===== config.mk =====
export PLATFORM = sky130hd
export DESIGN_NAME = fsb_top
export DESIGN_NICKNAME = d
export VERILOG_FILES = /design/src/common/fsb_pkg.sv /design/src/design/fsb_hold_timer.sv /design/src/design/fsb_top.sv
export VERILOG_INCLUDE_DIRS = /design/src /design/src/common
export SDC_FILE = /design/constraint.sdc
export NUM_CORES = 1
export LEC_CHECK = 0
export ABC_AREA = 1
export BUFFER_PORTS_ARGS = -buffer_cell sky130_fd_sc_hd__buf_2
export CAP_MARGIN = 10
export CORE_UTILIZATION = 29
export CTS_CLUSTER_DIAMETER = 100
export DETAILED_ROUTE_END_ITERATION = 8
export PLACE_DENSITY = 0.52
export RECOVER_POWER = 100
export SLEW_MARGIN = 10
export SYNTH_ARGS = -nofsm -noshare
export SYNTH_HDL_FRONTEND = slang
export SYNTH_SLANG_ARGS = --single-unit

===== constraint.sdc =====
create_clock -name ref_clk -period 9.06 [get_ports ref_clk]
set_input_delay 1.812 -clock ref_clk [delete_from_list [all_inputs] [get_ports ref_clk]]
set_output_delay 1.812 -clock ref_clk [all_outputs]
set_load 0.01 [all_outputs]

===== src/common/fsb_defs.svh =====
// Register offsets, field positions, reset values and timing for the
// flash safety and transmit-blank control block.
// Assumes a 40 MHz reference clock.
`ifndef FSB_DEFS_SVH
`define FSB_DEFS_SVH

`define FSB_ADDR_TIMING 8'h0a
`define FSB_ADDR_THERM 8'h0b
`define FSB_ADDR_BLANK 8'h0c

`define FSB_RST_TIMING 8'h00
`define FSB_RST_THERM 8'h00
`define FSB_RST_BLANK 8'hc0

// Writable bits of the thermal guard register; the rest read as zero
`define FSB_THERM_MASK 8'h8f

`define FSB_WATCHDOG_ENABLE_BIT 7
`define FSB_WDT_PER_HI 6
`define FSB_WDT_PER_LO 5
`define FSB_MODE_BIT 4
`define FSB_DUR_HI 3
`define FSB_DUR_LO 0

`define FSB_RST_CTL_BIT 7
`define FSB_BURN_EN_BIT 3
`define FSB_BURN_THR_HI 2
`define FSB_BURN_THR_LO 0

`define FSB_BLANK_EN_BIT 7
`define FSB_BLANK_POL_BIT 6
`define FSB_ILIM_HI 5
`define FSB_ILIM_LO 2
`define FSB_RECOV_HI 1
`define FSB_RECOV_LO 0

`define FSB_CLK_KHZ 40000
`define FSB_SAFETY_STEP_MS 50
`define FSB_SAFETY_STEP_CYC (`FSB_SAFETY_STEP_MS * `FSB_CLK_KHZ)
`define FSB_WDT_STEP_S 4
`define FSB_WDT_STEP_CYC (`FSB_WDT_STEP_S * 1000 * `FSB_CLK_KHZ)
`define FSB_PIN_LOW_MS 30
`define FSB_PIN_LOW_CYC (`FSB_PIN_LOW_MS * `FSB_CLK_KHZ)
`define FSB_RECOV_STEP_US 10
`define FSB_RECOV_STEP_CYC (`FSB_RECOV_STEP_US * `FSB_CLK_KHZ / 1000)

`endif


===== src/common/fsb_pkg.sv =====
// Types for the flash safety and transmit-blank control block.
// Assumes nothing of its surroundings.
package fsb_pkg;

  typedef enum logic [1:0] {
    fsb_st_idle  = 2'b00,
    fsb_st_fire  = 2'b01,
    fsb_st_done  = 2'b11,
    fsb_st_pdown = 2'b10
  } fsb_state_t;

endpackage


===== src/design/fsb_hold_timer.sv =====
// Level hold timer: reports when a level has stood for a set count.
// Assumes the level is synchronous to ref_clk.
`timescale 1ns/1ps

module fsb_hold_timer #(
  parameter int CNT_W = 32,
  parameter logic [CNT_W-1:0] HOLD_CYC = 32'd1200000
) (
  // Clock and reset
  input wire logic ref_clk,
  input wire logic arst_n,
  // Level under watch and result
  input wire logic level,
  output logic held
);

  logic [CNT_W-1:0] cnt_r;
  logic [CNT_W-1:0] cnt_nxt;

  // Saturates at the hold count; any drop of the level restarts it
  always_comb begin
    cnt_nxt = cnt_r;
    if (!level) begin
      cnt_nxt = '0;
    end else if (cnt_r != HOLD_CYC) begin
      cnt_nxt = cnt_r + 1'b1;
    end
  end

  always_ff @(posedge ref_clk or negedge arst_n) begin
    if (!arst_n) begin
      cnt_r <= '0;
    end else begin
      cnt_r <= cnt_nxt;
    end
  end

  assign held = (cnt_r == HOLD_CYC);

endmodule // fsb_hold_timer


===== src/design/fsb_top.sv =====
// Flash safety timer, watchdog, finger-burn guard and transmit-blank
// current limit control, with its three settings registers.
// Assumes the serial interface delivers register accesses as strobes,
// and all pins arrive synchronous to ref_clk.
//
// Operation
// - Watchdog runs only while its enable bit is set.
// - Watchdog period codes 00..11 select 4, 8, 12, 16 s.
// - Single-flash mode gives one flash of exactly the safety duration.
// - Single-flash mode: logic supply low ends flash, enters power-down.
// - Maximum mode follows enables but cuts flash at safety duration.
// - Safety duration is 50 ms times code plus one.
// - Reset control clear: pin must stay low 30 ms to reset timer.
// - Reset control set: pin low resets the safety timer at once.
// - Thermistor input is evaluated only while burn guard is enabled.
// - Burn threshold is 200 mV plus 50 mV per code step.
// - Blank input honoured only while blank enable set; resets to one.
// - Polarity zero means blank active low, one means active high.
// - While blanked, input current capped at 50 mA per code step.
// - Recovery timer codes select 10, 20, 40, 80 us.
`timescale 1ns/1ps
`include "fsb_defs.svh"

module fsb_top
  import fsb_pkg::*;
#(
  parameter logic [31:0] SAFETY_STEP_CYC = `FSB_SAFETY_STEP_CYC,
  parameter logic [31:0] WDT_STEP_CYC = `FSB_WDT_STEP_CYC,
  parameter logic [31:0] PIN_LOW_CYC = `FSB_PIN_LOW_CYC
) (
  // Clock and reset
  input wire logic ref_clk,
  input wire logic arst_n,
  // Register access from the serial interface
  input wire logic reg_wr,
  input wire logic reg_rd,
  input wire logic [7:0] reg_addr,
  input wire logic [7:0] reg_wdata,
  output logic [7:0] reg_rdata,
  // Flash requests and supply
  input wire logic flash_i2c_req,
  input wire logic flash_pin_mode,
  input wire logic ext_flash_enable_pin,
  input wire logic logic_supply_ok,
  input wire logic watchdog_refresh,
  // Sensing inputs
  input wire logic burn_comp_trip,
  input wire logic tx_blank_input,
  // Control outputs
  output logic flash_on,
  output logic power_down,
  output logic regulators_off,
  output logic burn_fault,
  output logic [2:0] burn_threshold,
  output logic blank_active,
  output logic current_limit_active,
  output logic [3:0] blank_input_current_limit
);

  localparam logic [11:0] RECOV_STEP_CYC = 12'(`FSB_RECOV_STEP_CYC);

  // Settings registers
  logic [7:0] tim_r;
  logic [7:0] tim_nxt;
  logic [7:0] thr_r;
  logic [7:0] thr_nxt;
  logic [7:0] blk_r;
  logic [7:0] blk_nxt;
  logic [7:0] rdata_r;
  logic [7:0] rdata_nxt;

  always_comb begin
    tim_nxt = tim_r;
    thr_nxt = thr_r;
    blk_nxt = blk_r;
    if (reg_wr) begin
      case (reg_addr)
        `FSB_ADDR_TIMING: tim_nxt = reg_wdata;
        `FSB_ADDR_THERM: thr_nxt = reg_wdata & `FSB_THERM_MASK;
        `FSB_ADDR_BLANK: blk_nxt = reg_wdata;
        default: ;
      endcase
    end
    rdata_nxt = rdata_r;
    if (reg_rd) begin
      case (reg_addr)
        `FSB_ADDR_TIMING: rdata_nxt = tim_r;
        `FSB_ADDR_THERM: rdata_nxt = thr_r;
        `FSB_ADDR_BLANK: rdata_nxt = blk_r;
        default: rdata_nxt = 8'h00;
      endcase
    end
  end

  always_ff @(posedge ref_clk or negedge arst_n) begin
    if (!arst_n) begin
      tim_r <= `FSB_RST_TIMING;
      thr_r <= `FSB_RST_THERM;
      blk_r <= `FSB_RST_BLANK;
      rdata_r <= 8'h00;
    end else begin
      tim_r <= tim_nxt;
      thr_r <= thr_nxt;
      blk_r <= blk_nxt;
      rdata_r <= rdata_nxt;
    end
  end

  assign reg_rdata = rdata_r;

  // Field views
  logic watchdog_enable;
  logic [1:0] wdt_per;
  logic mode_max;
  logic [3:0] dur_code;
  logic rst_ctl;
  logic burn_en;
  logic blank_en;
  logic blank_pol;
  logic [1:0] recov_code;

  assign watchdog_enable = tim_r[`FSB_WATCHDOG_ENABLE_BIT];
  assign wdt_per = tim_r[`FSB_WDT_PER_HI:`FSB_WDT_PER_LO];
  assign mode_max = tim_r[`FSB_MODE_BIT];
  assign dur_code = tim_r[`FSB_DUR_HI:`FSB_DUR_LO];
  assign rst_ctl = thr_r[`FSB_RST_CTL_BIT];
  assign burn_en = thr_r[`FSB_BURN_EN_BIT];
  assign blank_en = blk_r[`FSB_BLANK_EN_BIT];
  assign blank_pol = blk_r[`FSB_BLANK_POL_BIT];
  assign recov_code = blk_r[`FSB_RECOV_HI:`FSB_RECOV_LO];
  assign burn_threshold = thr_r[`FSB_BURN_THR_HI:`FSB_BURN_THR_LO];
  assign blank_input_current_limit = blk_r[`FSB_ILIM_HI:`FSB_ILIM_LO];

  // Watchdog
  logic [31:0] wdt_limit;
  logic [31:0] wcnt_r;
  logic [31:0] wcnt_nxt;
  logic wexp_r;
  logic wexp_nxt;
  logic wdt_hit;

  assign wdt_limit = 32'(WDT_STEP_CYC * (32'(wdt_per) + 32'h1));
  assign wdt_hit = watchdog_enable && (wcnt_r == wdt_limit - 32'h1);

  // Expiry wins over a refresh landing in the same cycle
  always_comb begin
    wcnt_nxt = wcnt_r + 32'h1;
    if (!watchdog_enable || watchdog_refresh || wdt_hit) begin
      wcnt_nxt = 32'h0;
    end
    wexp_nxt = watchdog_enable && (wdt_hit || (wexp_r && !watchdog_refresh));
  end

  always_ff @(posedge ref_clk or negedge arst_n) begin
    if (!arst_n) begin
      wcnt_r <= 32'h0;
      wexp_r <= 1'b0;
    end else begin
      wcnt_r <= wcnt_nxt;
      wexp_r <= wexp_nxt;
    end
  end

  assign regulators_off = wexp_r;

  // Finger-burn guard
  logic burn_r;
  logic burn_nxt;

  always_comb begin
    burn_nxt = burn_en && burn_comp_trip;
  end

  // Safety timer
  logic pin_low_held;
  logic flash_req;
  logic safety_reset;
  logic [31:0] safety_limit;
  logic [31:0] scnt_r;
  logic [31:0] scnt_nxt;
  fsb_state_t st_r;
  fsb_state_t st_nxt;
  logic flash_r;
  logic flash_nxt;

  fsb_hold_timer #(
    .CNT_W(32),
    .HOLD_CYC(PIN_LOW_CYC)
  ) u_pin_low (
    .ref_clk(ref_clk),
    .arst_n(arst_n),
    .level(~ext_flash_enable_pin),
    .held(pin_low_held)
  );

  assign flash_req = flash_i2c_req | (flash_pin_mode & ext_flash_enable_pin);
  assign safety_limit = 32'(SAFETY_STEP_CYC * (32'(dur_code) + 32'h1));

  always_comb begin
    if (flash_pin_mode) begin
      safety_reset = rst_ctl ? ~ext_flash_enable_pin
                             : pin_low_held;
    end else begin
      safety_reset = ~flash_req;
    end
  end

  always_comb begin
    st_nxt = st_r;
    scnt_nxt = scnt_r;
    case (st_r)
      fsb_st_idle: begin
        scnt_nxt = 32'h0;
        if (flash_req && logic_supply_ok && !wexp_r) begin
          st_nxt = fsb_st_fire;
        end
      end
      fsb_st_fire: begin
        scnt_nxt = scnt_r + 32'h1;
        if (!mode_max && !logic_supply_ok) begin
          st_nxt = fsb_st_pdown;
        end else if (scnt_r == safety_limit - 32'h1) begin
          st_nxt = fsb_st_done;
        end else if (mode_max && safety_reset) begin
          st_nxt = fsb_st_idle;
        end
      end
      fsb_st_done: begin
        if (safety_reset) begin
          st_nxt = fsb_st_idle;
        end
      end
      fsb_st_pdown: begin
        if (logic_supply_ok && !flash_req) begin
          st_nxt = fsb_st_idle;
        end
      end
      default: st_nxt = fsb_st_idle;
    endcase
    // Single-flash mode ignores the enables once fired
    flash_nxt = (st_nxt == fsb_st_fire) && (!mode_max || flash_req) &&
                !wexp_nxt && !burn_nxt;
  end

  always_ff @(posedge ref_clk or negedge arst_n) begin
    if (!arst_n) begin
      st_r <= fsb_st_idle;
      scnt_r <= 32'h0;
      flash_r <= 1'b0;
      burn_r <= 1'b0;
    end else begin
      st_r <= st_nxt;
      scnt_r <= scnt_nxt;
      flash_r <= flash_nxt;
      burn_r <= burn_nxt;
    end
  end

  assign flash_on = flash_r;
  assign power_down = (st_r == fsb_st_pdown);
  assign burn_fault = burn_r;

  // Transmit blank and recovery
  logic blank_r;
  logic blank_nxt;
  logic [11:0] rcnt_r;
  logic [11:0] rcnt_nxt;
  logic lim_r;
  logic lim_nxt;

  always_comb begin
    blank_nxt = blank_en &&
                (blank_pol ? tx_blank_input : !tx_blank_input);
    rcnt_nxt = rcnt_r;
    if (blank_nxt) begin
      rcnt_nxt = 12'h000;
    end else if (blank_r) begin
      rcnt_nxt = RECOV_STEP_CYC << recov_code;
    end else if (rcnt_r != 12'h000) begin
      rcnt_nxt = rcnt_r - 12'h001;
    end
    lim_nxt = blank_nxt || (rcnt_nxt != 12'h000);
  end

  always_ff @(posedge ref_clk or negedge arst_n) begin
    if (!arst_n) begin
      blank_r <= 1'b0;
      rcnt_r <= 12'h000;
      lim_r <= 1'b0;
    end else begin
      blank_r <= blank_nxt;
      rcnt_r <= rcnt_nxt;
      lim_r <= lim_nxt;
    end
  end

  assign blank_active = blank_r;
  assign current_limit_active = lim_r;
endmodule // fsb_top


==> flow_metrics.py <==
metrics = {
    "place": {
        "place.detailed.hpwl_um": 20550,
        "dp.cells": 1874,
        "place_congestion": 0.8586,
        "io_buffers": 47,
        "dp_slack_ns": 4.197,
    },
    "synth": {
        "synth_ff_type": "dfrtp_1",
        "async_reset_ff_share_pct": 100.0,
        "postSynthAreaPerCell_um2": 7.142,
        "yosys_warnings": 0,
        "yosysSeqAreaShare_pct": 36.04,
        "syn_nets": 1483,
        "synth_common_cells": "nand2_1 (326), inv_1 (206), nor2_1 (156), dfrtp_1 (142), nand3_1 (87)",
        "synth.area.top_cells": "dfrtp_1 (36%), nand2_1 (12%), inv_1 (7.7%)",
        "yosysTopAreaCell": "dfrtp_1",
        "synth_top_area_share_pct": 35.51,
        "yosysUniqueCellTypes": 54,
        "netlist_instances": 1401,
        "yosysMostFrequentCell": "nand2_1",
        "syn-cell-area_um2": 10010,
        "ys_ff_latch": 144,
        "synth-edff-count": 0,
    },
    "status": {
        "status": "finished with violations",
        "failed_checks": "max-capacitance violations, max-slew violations",
    },
    "sta": {
        "fin_crit_ns": 6.032,
        "hold_viol": 0,
        "fin_ws_ns": 3.028,
        "finalMaxSlewViolations": 93,
        "setup_tns_ns": 0,
        "finalCritPeriodShare_pct": 66.57,
        "setup_violations": 0,
        "rsz0062_at_grt": "false",
        "skew_ns": 0.01458,
        "worst_pin_slew_ns": 5.046,
        "fmax_mhz": 165.8,
        "maxSlewHeadroom_pct": -236.4,
    },
    "die": {
        "fp.dieH_um": 187.8,
        "coreArea_um2": 33700,
        "initial_core_util_pct": 29.69,
        "fp.dieW_um": 187.8,
        "io_pins": 48,
        "die_area_um2": 35250,
        "fp-row-count": 67,
    },
    "clocking": {
        "post_cts_resized": 0,
        "cts-root-buf": "clkbuf_16",
        "clk_latency_ns": 0.43,
        "clk_pin_slew_ns": 0.07,
        "clock_sinks": 144,
        "htreeDepth": 4,
        "cts_buffer_depth": 2,
        "numCtsBuffers": 17,
        "postCtsSetupRepairBufs": 0,
        "cts_tree": "yes",
        "hold_buffers": 0,
    },
    "worst_setup_path": {
        "r2r_setup_slack_ns": 4.07,
        "worstPathCellList": "clkbuf_1",
        "cp_data_arrival_time_ns": 5.35,
        "cp-start-kind": "input pin",
        "worst_path_max_delay_cell": "clkbuf_1",
        "crit_path_max_fanout": 92,
        "cp_top_family": "buffers and inverters",
        "critPathKind": "in2async",
        "worstSetupEndpointType": "async pin",
        "cpPeakStageDelay_ns": 3.48,
        "path_buf_inv": 1,
        "cp.required_ns": 8.38,
    },
    "power": {
        "powerDensity_nw_per_um2": 165.0,
        "ir_drop_v": 0.0001094,
        "leakage_nw": 5.097,
    },
    "detailed_routing": {
        "wl_um": 26610,
        "viasPerCell": 4.765,
        "wl_per_cell_um": 13.97,
        "drcViolationCount": 0,
        "antenna_left": 0,
        "drt_iter0_markers": 534,
        "drt-pass1-iter-count": 5,
        "vias": 9077,
    },
    "layout": {
        "area_growth_syn_to_layout_pct": 11.83,
        "multiInputGateArea_um2": 5429,
        "fin_nets": 1527,
        "stdcell_count": 1905,
        "diodes": 0,
        "seq_area_um2": 3606,
        "n_fill_cell": 3708,
        "drive_gt1_share_pct": 7.001,
    },
    "min_path": {
        "hp-class": "reg2reg",
    },
    "grt": {
        "grt_pass1_vias": 8868,
        "antenna_found_initial": 0,
        "grt_pass1_wl_um": 44790,
        "grt_use_total_pct": 15.65,
        "grt_max_degree": 93,
        "grt-ovfl-total": 0,
    },
    "flow_run": {
        "maxCapViolations": 1,
    },
}
flip-flops by register name (all words and copies together), names as in the netlist, 2 cells and up:
name and flops:
scnt_r 32, u_pin_low.cnt_r 32, wcnt_r 32, rcnt_r 12, blk_r 8, reg_rdata 8, tim_r 8, thr_r 5
st_r 2
layout by cell type, fill, tap and decap left out, types with 4 or more instances in the layout:
cell / instances
nand2_1: 327
inv_1: 206
nor2_1: 156
dfrtp_1: 142
nand3_1: 87
o21ai_0: 84
a21oi_1: 65
nor3_1: 62
ha_1: 49
nand4_1: 30
clkbuf_1: 28
nor4_1: 26
xor2_1: 22
buf_2: 22
clkbuf_16: 17
xnor2_1: 16
nor2_2: 10
nand3_2: 9
nand2_2: 7
a31oi_1: 7
inv_2: 6
a211oi_1: 6
nor3b_1: 6
o21a_1: 6
fa_1: 6
nor3_2: 5
o211ai_1: 4
final cells by class:
type / count / area share, %
repair buffers: 50 / 2.024
flip-flops and latches: 144 / 32.23
clock inverters: 11 / 1.174
multi-input cells: 1019 / 48.52
inverters: 213 / 7.145
well taps: 448 / 5.009
clock buffers: 20 / 3.902
logic make-up (layout without fill, tap and decap cells):
family | count (synthesis) | after routing | share of synthesized area [%]
AOI/OAI and AO/OA | 187 | 187 | 10.27
xor gates and xnor gates | 38 | 38 | 3.326
adders and majority gates | 55 | 55 | 7.328
buffers and inverters | 238 | 294 | 9.291
DFF | 144 | 144 | 36.04
other | 1 | 1 | 0.03748
and+or+nand+nor | 738 | 738 | 33.71
worst paths after layout:
check / startpoint / to / cells past startpoint
setup / recovery: arst_n / blk_r[4] / 1
hold / removal: wcnt_r[0] / wcnt_r[0] / 1
setup reg to reg: tim_r[0] / flash_on / 27
hold reg to reg: wcnt_r[0] / wcnt_r[0] / 1
max in group ref_clk: tim_r[0] / flash_on / 27
min in group asynchronous: arst_n / wcnt_r[1] / 1
through the flow:
| stage | power, W | cell area [um2] | util [%] | hold slack, ns |
|---|---|---|---|---|
| after detailed placement | 0.001164 | 10700 | 31.75 | 0.4603 |
| final | 0.001846 | 11190 | 33.20 | 0.4625 |
| after floorplan | 0.001039 | 10010 | - | 0.4251 |
| after global routing | 0.001963 | 11190 | 33.20 | 0.4920 |
| after global placement | 0.001160 | 10700 | 31.75 | 0.4497 |
| after CTS | 0.001871 | 11270 | 33.44 | 0.4696 |
report_power, final:
| part | internal, W | switching [W] |
|---|---|---|
| clock | 0.000408 | 0.000289 |
| sequential | 0.000686 | 0.0000470 |
| combinational | 0.000137 | 0.000280 |
| total | 0.00123 | 0.000616 |
metal layers:
layer  share of wire (%)  GRT usage (%)  wire, um
met5                   0              0         0
met4                 1.0          3.565       274
met3                 3.0          2.620       793
met2                  47          26.67     12590
met1                  49          20.62     12950
Power figures use the tool's default switching activity.
